### src/ipgo_pkg.sv
// package: register map, field positions and reset values of the pin output-data block
package ipgo_pkg;
    // register byte offsets
    localparam logic [7:0] PIN_FUNCTION_OFS = 8'h00;
    localparam logic [7:0] PIN_DIRECTION_OFS = 8'h04;
    localparam logic [7:0] PIN_DATA_IN_OFS = 8'h08;
    localparam logic [7:0] PIN_OUTPUT_DATA_OFS = 8'h0c;
    localparam logic [7:0] PIN_OUTPUT_SET_OFS = 8'h10;
    localparam logic [7:0] PIN_OUTPUT_CLR_OFS = 8'h14;
    // field positions
    localparam int CLOCK_BIT = 0;
    localparam int DATA_BIT = 1;
    localparam int FUNC_BIT = 0;
    localparam int NUM_PINS = 2;
    // reset values
    localparam logic [1:0] OUTPUT_DATA_RST = 2'h0;
    localparam logic [1:0] DIRECTION_RST = 2'h0;
    localparam logic FUNCTION_RST = 1'b0;
    // value returned by reads of the write-only aliases
    localparam logic [31:0] ALIAS_READ_VAL = 32'h0000_0000;
    // access decode result
    typedef enum logic [6:0] {
        IPGO_ACC_NONE = 7'h01,
        IPGO_ACC_FUNC = 7'h02,
        IPGO_ACC_DIR = 7'h04,
        IPGO_ACC_DIN = 7'h08,
        IPGO_ACC_DOUT = 7'h10,
        IPGO_ACC_SET = 7'h20,
        IPGO_ACC_CLR = 7'h40
    } ipgo_acc_t;
endpackage

### src/ipgo_gpio.sv
// pin output-data block with apb register access for the two serial pins
// Operation
// - one output bit per pin, data and clock
// - output bits held, always readable
// - function/direction writes leave output bits
// - drive only in gpio mode and output direction
// - bits 31-2 read zero, writes ignored
// - bit 1 sets data pin level
// - bit 0 sets clock pin level
// - reads return stored bits, not pins
// - open-drain pin cannot be driven high
// - set alias ones set output bits
// - set alias reads are indeterminate
// - set alias bit 1 acts on data
// - set alias bit 0 acts on clock
// - function bit: 0 serial role, 1 gpio
// - direction bit: 0 input, 1 output
// - clear alias ones clear output bits
//
// The address map and the APB slave port were chosen for this implementation.
`timescale 1ns/1ns
module ipgo_gpio #(
    parameter bit DATA_OPEN_DRAIN = 1'b0,
    parameter bit CLOCK_OPEN_DRAIN = 1'b0
) (
    input wire logic clk_i,
    input wire logic rst_b_i,
    input wire logic psel_i,
    input wire logic penable_i,
    input wire logic pwrite_i,
    input wire logic [7:0] paddr_i,
    input wire logic [31:0] pwdata_i,
    output logic [31:0] prdata_o,
    output logic pready_o,
    output logic pslverr_o,
    input wire logic serial_data_pin_i,
    output logic serial_data_pin_o,
    output logic serial_data_pin_oe_o,
    input wire logic serial_clock_pin_i,
    output logic serial_clock_pin_o,
    output logic serial_clock_pin_oe_o,
    output logic gpio_function_select_o
);
    typedef struct packed {
        logic [1:0] pin_output_data;
        logic [1:0] direction_bits;
        logic gpio_function_select;
        logic [31:0] rdata;
        logic ready;
        logic slverr;
    } ipgo_state_t;

    ipgo_state_t state_q;
    ipgo_state_t state_d;
    ipgo_pkg::ipgo_acc_t acc;
    logic [1:0] pins_sync;
    logic [1:0] wbits;
    logic setup;

    // ************************************************************
    // pin input synchronisers
    // ************************************************************
    ipgo_sync #(
        .WIDTH(ipgo_pkg::NUM_PINS)
    ) u_sync (
        .clk_i(clk_i),
        .rst_b_i(rst_b_i),
        .async_i({serial_data_pin_i, serial_clock_pin_i}),
        .sync_o(pins_sync)
    );

    // ************************************************************
    // address decode
    // ************************************************************
    always_comb begin
        unique case (paddr_i)
            ipgo_pkg::PIN_FUNCTION_OFS: acc = ipgo_pkg::IPGO_ACC_FUNC;
            ipgo_pkg::PIN_DIRECTION_OFS: acc = ipgo_pkg::IPGO_ACC_DIR;
            ipgo_pkg::PIN_DATA_IN_OFS: acc = ipgo_pkg::IPGO_ACC_DIN;
            ipgo_pkg::PIN_OUTPUT_DATA_OFS: acc = ipgo_pkg::IPGO_ACC_DOUT;
            ipgo_pkg::PIN_OUTPUT_SET_OFS: acc = ipgo_pkg::IPGO_ACC_SET;
            ipgo_pkg::PIN_OUTPUT_CLR_OFS: acc = ipgo_pkg::IPGO_ACC_CLR;
            default: acc = ipgo_pkg::IPGO_ACC_NONE;
        endcase
    end

    // ************************************************************
    // register file
    // ************************************************************
    // only the two low bits are kept, so bits 31-2 can never be stored
    assign wbits = pwdata_i[1:0];
    // answer in the setup cycle's following edge: one wait-free access phase
    assign setup = psel_i && !penable_i;

    always_comb begin
        state_d = state_q;
        state_d.ready = 1'b0;
        state_d.slverr = 1'b0;
        if (setup) begin
            state_d.ready = 1'b1;
            state_d.rdata = 32'h0000_0000;
            if (!pwrite_i) begin
                unique case (acc)
                    ipgo_pkg::IPGO_ACC_FUNC: begin
                        state_d.rdata[ipgo_pkg::FUNC_BIT] = state_q.gpio_function_select;
                    end
                    ipgo_pkg::IPGO_ACC_DIR: begin
                        state_d.rdata[1:0] = state_q.direction_bits;
                    end
                    ipgo_pkg::IPGO_ACC_DIN: begin
                        state_d.rdata[1:0] = pins_sync;
                    end
                    ipgo_pkg::IPGO_ACC_DOUT: begin
                        // stored bits, never the pin levels
                        state_d.rdata[1:0] = state_q.pin_output_data;
                    end
                    ipgo_pkg::IPGO_ACC_SET, ipgo_pkg::IPGO_ACC_CLR: begin
                        state_d.rdata = ipgo_pkg::ALIAS_READ_VAL;
                    end
                    ipgo_pkg::IPGO_ACC_NONE: begin
                        state_d.slverr = 1'b1;
                    end
                endcase
            end
        end
        // writes take effect at the access-phase edge
        if (psel_i && penable_i && state_q.ready && pwrite_i) begin
            unique case (acc)
                ipgo_pkg::IPGO_ACC_FUNC: begin
                    // output data untouched by mode changes
                    state_d.gpio_function_select = pwdata_i[ipgo_pkg::FUNC_BIT];
                end
                ipgo_pkg::IPGO_ACC_DIR: begin
                    state_d.direction_bits = wbits;
                end
                ipgo_pkg::IPGO_ACC_DIN: begin
                    state_d.direction_bits = state_q.direction_bits;
                end
                ipgo_pkg::IPGO_ACC_DOUT: begin
                    state_d.pin_output_data = wbits;
                end
                ipgo_pkg::IPGO_ACC_SET: begin
                    // bit 1 data, bit 0 clock; zeros leave bits alone
                    state_d.pin_output_data = state_q.pin_output_data | wbits;
                end
                ipgo_pkg::IPGO_ACC_CLR: begin
                    state_d.pin_output_data = state_q.pin_output_data & ~wbits;
                end
                ipgo_pkg::IPGO_ACC_NONE: begin
                    state_d.pin_output_data = state_q.pin_output_data;
                end
            endcase
        end
        // unmapped write flagged in the setup cycle so it lands with pready
        if (setup && pwrite_i && acc == ipgo_pkg::IPGO_ACC_NONE) begin
            state_d.slverr = 1'b1;
        end
    end

    always_ff @(posedge clk_i or negedge rst_b_i) begin
        if (!rst_b_i) begin
            state_q <= '{
                pin_output_data: ipgo_pkg::OUTPUT_DATA_RST,
                direction_bits: ipgo_pkg::DIRECTION_RST,
                gpio_function_select: ipgo_pkg::FUNCTION_RST,
                rdata: 32'h0000_0000,
                ready: 1'b0,
                slverr: 1'b0
            };
        end else begin
            state_q <= state_d;
        end
    end

    // ************************************************************
    // pin drivers
    // ************************************************************
    // one cycle later than the register, so each output stays a flop
    ipgo_pin_drv #(
        .OPEN_DRAIN(DATA_OPEN_DRAIN)
    ) u_data_drv (
        .clk_i(clk_i),
        .rst_b_i(rst_b_i),
        .gpio_mode_i(state_q.gpio_function_select),
        .dir_out_i(state_q.direction_bits[ipgo_pkg::DATA_BIT]),
        .data_bit_i(state_q.pin_output_data[ipgo_pkg::DATA_BIT]),
        .pin_o(serial_data_pin_o),
        .pin_oe_o(serial_data_pin_oe_o)
    );

    ipgo_pin_drv #(
        .OPEN_DRAIN(CLOCK_OPEN_DRAIN)
    ) u_clock_drv (
        .clk_i(clk_i),
        .rst_b_i(rst_b_i),
        .gpio_mode_i(state_q.gpio_function_select),
        .dir_out_i(state_q.direction_bits[ipgo_pkg::CLOCK_BIT]),
        .data_bit_i(state_q.pin_output_data[ipgo_pkg::CLOCK_BIT]),
        .pin_o(serial_clock_pin_o),
        .pin_oe_o(serial_clock_pin_oe_o)
    );

    assign prdata_o = state_q.rdata;
    assign pready_o = state_q.ready;
    assign pslverr_o = state_q.slverr;
    assign gpio_function_select_o = state_q.gpio_function_select;
endmodule

### src/ipgo_pin_drv.sv
// per-pin output driver: registered level and output enable
`timescale 1ns/1ns
module ipgo_pin_drv #(
    parameter bit OPEN_DRAIN = 1'b0
) (
    input wire logic clk_i,
    input wire logic rst_b_i,
    input wire logic gpio_mode_i,
    input wire logic dir_out_i,
    input wire logic data_bit_i,
    output logic pin_o,
    output logic pin_oe_o
);
    typedef struct packed {
        logic level;
        logic enable;
    } ipgo_drv_t;
    ipgo_drv_t state_q;
    ipgo_drv_t state_d;
    logic drive_en;

    // ************************************************************
    // drive decision
    // ************************************************************
    always_comb begin
        drive_en = gpio_mode_i && dir_out_i;
        state_d.level = data_bit_i;
        if (OPEN_DRAIN) begin
            // a one only releases the pin; the pull-up makes the high
            state_d.enable = drive_en && !data_bit_i;
            state_d.level = 1'b0;
        end else begin
            state_d.enable = drive_en;
        end
    end

    always_ff @(posedge clk_i or negedge rst_b_i) begin
        if (!rst_b_i) begin
            state_q <= '{level: 1'b0, enable: 1'b0};
        end else begin
            state_q <= state_d;
        end
    end

    assign pin_o = state_q.level;
    assign pin_oe_o = state_q.enable;
endmodule

### src/ipgo_sync.sv
// two-flop synchroniser for the pin input levels
`timescale 1ns/1ns
module ipgo_sync #(
    parameter int WIDTH = 2
) (
    input wire logic clk_i,
    input wire logic rst_b_i,
    input wire logic [WIDTH-1:0] async_i,
    output logic [WIDTH-1:0] sync_o
);
    typedef struct packed {
        logic [WIDTH-1:0] meta;
        logic [WIDTH-1:0] stable;
    } ipgo_sync_t;
    ipgo_sync_t state_q;
    ipgo_sync_t state_d;

    // an empty synchroniser has nothing to carry
    if (WIDTH < 1) begin : g_bad_width
        $error("synchroniser width must be at least one");
    end

    // ************************************************************
    // first stage feeds only the second
    // ************************************************************
    always_comb begin
        state_d.meta = async_i;
        state_d.stable = state_q.meta;
    end

    // open-drain bus idles high, so the synchroniser resets high
    always_ff @(posedge clk_i or negedge rst_b_i) begin
        if (!rst_b_i) begin
            state_q <= '{meta: '1, stable: '1};
        end else begin
            state_q <= state_d;
        end
    end

    assign sync_o = state_q.stable;
endmodule

### config.mk
export PLATFORM = sky130hd
export DESIGN_NAME = ipgo_gpio
export DESIGN_NICKNAME = d
export VERILOG_FILES = /design/src/ipgo_pkg.sv /design/src/ipgo_gpio.sv /design/src/ipgo_pin_drv.sv /design/src/ipgo_sync.sv
export SDC_FILE = /design/constraint.sdc
export NUM_CORES = 1
export LEC_CHECK = 0
export BUFFER_PORTS_ARGS = -buffer_cell sky130_fd_sc_hd__buf_2
export CAP_MARGIN = 5
export CORE_MARGIN = 2
export CORE_UTILIZATION = 37
export DETAILED_ROUTE_END_ITERATION = 16
export HOLD_SLACK_MARGIN = 0.02
export PLACE_DENSITY = 0.82
export SLEW_MARGIN = 10
export SYNTH_ARGS = -nofsm -noshare
export SYNTH_HDL_FRONTEND = slang
export SYNTH_SLANG_ARGS = --single-unit
### constraint.sdc
create_clock -name clk_i -period 2.1 [get_ports clk_i]
set_clock_uncertainty 0.2 [all_clocks]
set_input_delay 0.42 -clock clk_i [delete_from_list [all_inputs] [get_ports clk_i]]
set_output_delay 0.42 -clock clk_i [all_outputs]
set_load 0.05 [all_outputs]
### Word-level counts from Yosys, hierarchy flattened

Index checks and enable logic that the tools add are counted.

| word-level totals | value |
|---|---|
| flip-flop bits (word level) | 17 |
| logic and storage cells | 50 |

| operators by class | value |
|---|---|
| equality and inequality tests | 12 |
| bitwise operators | 3 |
| multiplexer cells | 9 |
| reduce and logical (&&, ||, !) cells | 14 |

Operators by type and width:

| cell | count |
|---|---|
| case mux 7 bit (6 select lines) | 1 |
| == test 8 x 4 -> 1 bit, second input constant | 2 |
| == test 8 x 5 -> 1 bit, second input constant | 2 |
| == test 8 x 3 -> 1 bit, second input constant | 1 |
| logical AND 1 bit | 8 |
| zero test 8 bit | 1 |
| == test 7 x 1 -> 1 bit, second input constant | 1 |
| == test 7 x 2 -> 1 bit, second input constant | 1 |
| == test 7 x 3 -> 1 bit, second input constant | 1 |
| == test 7 x 4 -> 1 bit, second input constant | 1 |
| == test 7 x 5 -> 1 bit, second input constant | 1 |
| == test 7 x 6 -> 1 bit, second input constant | 1 |
| == test 7 bit, second input constant | 1 |
| case mux 2 bit (3 select lines) | 1 |
| AND reduction 2 bit | 3 |
| 2-to-1 mux 2 bit | 2 |
| case mux 1 bit (4 select lines) | 1 |
| 2-to-1 mux 1 bit | 3 |
| case mux 1 bit (3 select lines) | 1 |
| nonzero test 3 bit | 1 |
| AND 2 bit | 1 |
| inverter 2 bit | 1 |
| OR 2 bit | 1 |
| zero test 1 bit | 1 |

### Longest topological paths before layout

| depth | value |
|---|---|
| depth after elaboration | 7 |
| depth in mapped cells | 5 |
| mapped depth without buffers | 4 |

### Cells and area by module

From an unflattened synthesis, not the netlist that was laid out.

| unflattened totals | value |
|---|---|
| cell total of the unflattened synthesis | 92 |
| area total of the unflattened synthesis | 952.2 sq um |

By module, submodules not included:

| module | seq. area each (sq um) | area an instance (sq um) | times used | cells an instance |
|---|---|---|---|---|
| ipgo_gpio | 225.2 | 734.5 | 1 | 82 |
| ipgo_pin_drv | 50.0 | 56.3 | 2 | 3 |
| ipgo_sync | 105.1 | 105.1 | 1 | 4 |

### Worst setup path before layout

No wires, ideal clock.

| path | value |
|---|---|
| path kind | input to register |
| start | input port paddr_i[1] |
| end | register state_q[35] (netlist name) |
| data arrival time | 1.832 ns |
| setup time | 0.125 ns |
| setup slack | -0.057 ns |
| stages | 4 |
| path buffers | 0 |
| data required time | 1.775 ns |
| cells stage by stage | or4_4 > or2_4 > nor4_4 > mux2_2 |

| on the way | value |
|---|---|
| cells in the longest elaborated chain, start to end | 4 |
| elaborated cells on any way between the ends | 9 |
| those cells by class | eq/ne (6); mux (1); reduce/logical (2) |

Ends and longest elaborated chain:

| element | line | source |
|---|---|---|
| start, declared | ipgo_gpio.sv:31 | `input wire logic [7:0] paddr_i,` |
| == test 8 x 5 -> 1 bit (tied with other cells) | ipgo_gpio.sv:76 | `unique case (paddr_i)` |
| case mux 7 bit (6 select lines) (*) | ipgo_gpio.sv:76 |  |
| == test 7 x 3 -> 1 bit (*) | ipgo_gpio.sv:128 | `unique case (acc)` |
| AND reduction 2 bit (no line) (*) | n/a |  |
| end signal, assigned | ipgo_gpio.sv:162 | `state_q <= '{` |
| end signal, assigned | ipgo_gpio.sv:171 | `state_q <= state_d;` |
| end, declared | ipgo_gpio.sv:53 | `ipgo_state_t state_q;` |

Mark *: on every way between the ends. The rest lies on a longest branch, timed or not.
A chain may end at the register's enable or synchronous reset.

### Worst setup path in the final report

| path | value |
|---|---|
| start | input port paddr_i[1] |
| end | register state_q[37] (netlist name) |

| on the way | value |
|---|---|
| cells in the longest elaborated chain, start to end | 5 |
| elaborated cells on any way between the ends | 13 |
| those cells by class | eq/ne (8); mux (2); reduce/logical (3) |

Ends and longest elaborated chain:

| element | line |
|---|---|
| == test 8 x 5 -> 1 bit (tied with other cells) | ipgo_gpio.sv:76 |
| case mux 7 bit (6 select lines) (*) | ipgo_gpio.sv:76 |
| == test 7 bit (tied with other cells) | ipgo_gpio.sv:128 |
| nonzero test 3 bit (no line) | n/a |
| AND reduction 2 bit (no line) | n/a |

Marked as above.

==> run_summary.xml <==
<?xml version="1.0" encoding="UTF-8"?>
<metrics>
  <group name="floorplan">
    <metric name="die_width" unit="um">55.6</metric>
    <metric name="die_area" unit="um2">3090</metric>
    <metric name="starting_density_of_the_core" unit="%">39.4</metric>
    <metric name="row_count" unit="">18</metric>
    <metric name="fp.coreArea" unit="um2">2500</metric>
    <metric name="design.portCount" unit="">86</metric>
    <metric name="fp.dieH" unit="um">55.6</metric>
  </group>
  <group name="layout">
    <metric name="finalCoreUtilization" unit="%">43.1</metric>
    <metric name="finalNetCount" unit="">169</metric>
    <metric name="antenna-diode-count" unit="">0</metric>
    <metric name="flow.area_growth_from_synthesis" unit="%">9.39</metric>
    <metric name="drive_above_1_share" unit="%">38.0</metric>
  </group>
  <group name="logic_synthesis">
    <metric name="synth-compound-area-share" unit="%">8.12</metric>
    <metric name="synthAdderAreaFrac" unit="%">0</metric>
    <metric name="postSynthRegisterBits" unit="">17</metric>
    <metric name="synthesis.area" unit="um2">986</metric>
    <metric name="synth_sequential_area_ratio" unit="%">43.7</metric>
    <metric name="synth.yosys.warnings" unit="">0</metric>
    <metric name="synth_area_in_simple_gates" unit="%">15.9</metric>
    <metric name="count_of_flip_flops_with_a_built_in_enable_after_synthesis" unit="">0</metric>
    <metric name="ys.flop_type" unit="">sky130_fd_sc_hd__dfrtp_1</metric>
    <metric name="synth_async_sr_flop_share" unit="%">100</metric>
    <metric name="synth_cell_type_count" unit="">28</metric>
    <metric name="synthesis.instances" unit="">91</metric>
    <metric name="synth_xor_xnor_area_share" unit="%">0</metric>
    <metric name="synth_top_family_by_area" unit="">buffers and inverters</metric>
    <metric name="post_synth_mux_area_share" unit="%">6.85</metric>
    <metric name="synth.avg_cell_area" unit="um2">10.8</metric>
  </group>
  <group name="global_routing">
    <metric name="grt_util_all_layers" unit="%">10.5</metric>
    <metric name="initial_antenna_violation_count" unit="">0</metric>
    <metric name="grt_start_max_net_pins" unit="">18</metric>
    <metric name="grt_pass1_vias" unit="">587</metric>
    <metric name="grt_first_pass_wirelength" unit="um">2570</metric>
    <metric name="grt_overflow" unit="">0</metric>
  </group>
  <group name="placement">
    <metric name="place_hpwl" unit="um">1240</metric>
    <metric name="place.gp.congestion" unit="">0.872</metric>
    <metric name="io_buffers" unit="">25</metric>
  </group>
  <group name="critical_path">
    <metric name="critical_path.slowest_cell" unit="">sky130_fd_sc_hd__or4_4</metric>
    <metric name="critical_path.n_buffers_inverters" unit="">1</metric>
    <metric name="crit_chain" unit="">buf_2 -&gt; or4_4 -&gt; nor4b_1 -&gt; a31oi_1 -&gt; o221a_2</metric>
    <metric name="critical-path-max-stage-delay" unit="ns">0.55</metric>
    <metric name="cp-start-kind" unit="">primary input</metric>
    <metric name="crit_arrival" unit="ns">1.95</metric>
    <metric name="critPathKind" unit="">primary input to flop</metric>
    <metric name="worstPathRequired" unit="ns">2.09</metric>
    <metric name="endpoint_kind" unit="">flop</metric>
    <metric name="worst_path_dominant_cell_family" unit="">simple AND/OR/NAND/NOR gates</metric>
    <metric name="timing.critical_path.fanout_max" unit="">4</metric>
  </group>
  <group name="pwr">
    <metric name="power.switching_fraction" unit="%">37.4</metric>
    <metric name="clockPowerShare" unit="%">25.0</metric>
    <metric name="overall_power_consumption" unit="mW">0.692</metric>
    <metric name="cellInternalPower" unit="mW">0.433</metric>
    <metric name="switching_power" unit="mW">0.259</metric>
    <metric name="power.sequential.fraction" unit="%">48.9</metric>
    <metric name="power.share.combinational" unit="%">26.1</metric>
    <metric name="leakagePower" unit="nW">0.576</metric>
    <metric name="power.density" unit="nW/um2">642</metric>
    <metric name="power.ir.vdd_worst" unit="uV">436</metric>
  </group>
  <group name="cts">
    <metric name="cts.root.buffer_cell" unit="">sky130_fd_sc_hd__clkbuf_4</metric>
    <metric name="largest_buffer_count_on_any_clock_path" unit="">2</metric>
    <metric name="post-cts-setup-buffers" unit="">0</metric>
    <metric name="clock_insertion_delay_worst_skew" unit="ns">0.29</metric>
    <metric name="ctsHtreeMaxLevel" unit="">1</metric>
    <metric name="worst_setup_hold_path_clk_slew" unit="ns">0.10</metric>
    <metric name="cts_tree" unit="">built</metric>
    <metric name="cts_buffers" unit="">3</metric>
    <metric name="clock_sink_count" unit="">17</metric>
  </group>
  <group name="detailed_routing">
    <metric name="finalWirelength" unit="um">1640</metric>
    <metric name="routedWlPerCell" unit="um">10.9</metric>
    <metric name="detail_route.drc_violations" unit="">0</metric>
    <metric name="route.vias.total" unit="">681</metric>
    <metric name="vias_per_cell" unit="">4.51</metric>
    <metric name="drt_pass1_iterations" unit="">4</metric>
    <metric name="postRouteAntennaNets" unit="">0</metric>
    <metric name="number_of_design_rule_violations_left_by_the_first_detailed_router_iteration" unit="">15</metric>
  </group>
  <group name="timing">
    <metric name="timing.final.max_slew_violations" unit="">0</metric>
    <metric name="finalSetupViolCount" unit="">0</metric>
    <metric name="layout_min_cycle_time" unit="ns">1.96</metric>
    <metric name="fmax" unit="MHz">511</metric>
    <metric name="timing.final.crit_share" unit="%">93.2</metric>
    <metric name="rsz0062_at_grt" unit="">no</metric>
    <metric name="finalHoldViolCount" unit="">0</metric>
  </group>
  <group name="flow_run">
    <metric name="cap_violations" unit="">0</metric>
  </group>
  <group name="run_status">
    <metric name="status" unit="">finished clean</metric>
  </group>
  <group name="hold_path">
    <metric name="min_path_type" unit="">flop to flop</metric>
  </group>
</metrics>
worst reg2reg max path: stages (launching register included):
cell and delay [ns]:
sky130_fd_sc_hd__dfrtp_1 0.35, sky130_fd_sc_hd__nand4_1 0.18, sky130_fd_sc_hd__or4_1 0.43, sky130_fd_sc_hd__nor2_1 0.13, sky130_fd_sc_hd__mux2_2 0.34
placed cells by master (no fill, tap or decap), types with 2 or more instances in the layout:
cell type                       netlist  routed
sky130_fd_sc_hd__a21o_1               2       2
sky130_fd_sc_hd__a21oi_1              2       2
sky130_fd_sc_hd__and2_1               2       2
sky130_fd_sc_hd__clkbuf_4             0       3
sky130_fd_sc_hd__dfstp_2              4       4
sky130_fd_sc_hd__nand2_1              5       5
sky130_fd_sc_hd__dlygate4sd3_1        0       3
sky130_fd_sc_hd__mux2_2               4       4
sky130_fd_sc_hd__or4_4                2       2
sky130_fd_sc_hd__dfrtp_1             13      13
sky130_fd_sc_hd__conb_1               1      30
sky130_fd_sc_hd__o221a_2              2       2
sky130_fd_sc_hd__a31oi_1              2       2
sky130_fd_sc_hd__nor2_1               6       6
sky130_fd_sc_hd__buf_2                0      25
layer usage:
metal,global-route usage [%],wire length [um],vias up
li1,-,-,314
met1,10.8,666,324
met2,19.6,842,41
met3,2.33,125,2
met4,5.23,6,0
met5,0,0,-
metrics by stage:
step	TNS [ns]	hold slack [ns]	instance area [um2]	worst slack, ns	cells
floorplan	0	-0.0756	1090	0.0197	120
global placement	-0.359	0.146	1020	-0.103	144
detailed placement	-0.473	0.149	1020	-0.148	144
CTS	0	0.164	1080	0.153	151
global route	0	0.166	1080	0.0604	151
finish	0	0.162	1080	0.142	151
path summary, 6_finish.rpt:
kind                       slack (ns)                         from                            endpoint  depth (start not counted)
setup / recovery                 0.14                   paddr_i[1]             state_q[37]$_DFFE_PN0P_                          5
hold / removal                   0.16  u_sync.state_d[0]$_DFF_PN1_          u_sync.sync_o[0]$_DFF_PN1_                          0
setup reg to reg                 0.36           pready_o$_DFF_PN0_  gpio_function_select_o$_DFFE_PN0P_                          4
hold reg to reg                  0.16  u_sync.state_d[0]$_DFF_PN1_          u_sync.sync_o[0]$_DFF_PN1_                          0
max in group asynchronous        1.02                      rst_b_i          u_sync.sync_o[1]$_DFF_PN1_                          2
min in group asynchronous        0.37                      rst_b_i          u_data_drv.pin_o$_DFF_PN0_                          2
sequential cells by signal, summed over array words and instances (netlist names):
| name | count |
|---|---|
| state_q | 4 |
| prdata_o | 2 |
| u_sync.state_d | 2 |
| u_sync.sync_o | 2 |
| gpio_function_select_o | 1 |
| pready_o | 1 |
| pslverr_o | 1 |
| u_clock_drv.pin_o | 1 |
| u_clock_drv.pin_oe_o | 1 |
| u_data_drv.pin_o | 1 |
| u_data_drv.pin_oe_o | 1 |
synth_stat cells (all sizes together), types with 2 or more instances:
library cell	number	share of area [%]
a21o	2	1.5
a21oi	2	1.0
a31oi	2	1.3
and2	2	1.3
buf	32	25
dfrtp	13	33
dfstp	4	11
mux2	4	4.6
nand2	5	1.9
nor2	6	2.3
o221a	2	2.3
or4	3	3.0
what timing repair did:
action                                 4_1_cts  5_1_grt
gates resized for setup                      0        0
hold buffers                                 3        0
endpoints found under the hold margin       15        0
area by class of cell:
| type | count | area, um2 |
|---|---|---|
| fill | 248 | 1420 |
| sequential | 17 | 430 |
| multi-input combinational | 70 | 417 |
| timing repair buffer | 29 | 163 |
| tap | 30 | 37.5 |
| clock buffer | 3 | 22.5 |
| clock inverter | 1 | 5.00 |
| inverter | 1 | 3.75 |
logic make-up after synthesis:
logic type,after synthesis
mux,5
compound gates,11
other cells,1
buf+inv,33
flops,17
simple gates,24
power by group through the flow:
stage / registers, mW / logic [mW] / clock network (mW)
2_1_floorplan: 0.352 / 0.183 / 0
3_3_place_gp: 0.344 / 0.173 / 0
3_5_place_dp: 0.345 / 0.175 / 0
4_1_cts: 0.339 / 0.180 / 0.178
5_1_grt: 0.339 / 0.189 / 0.195
6_report: 0.338 / 0.181 / 0.173
Note: power is estimated with default switching activity, not from simulation.
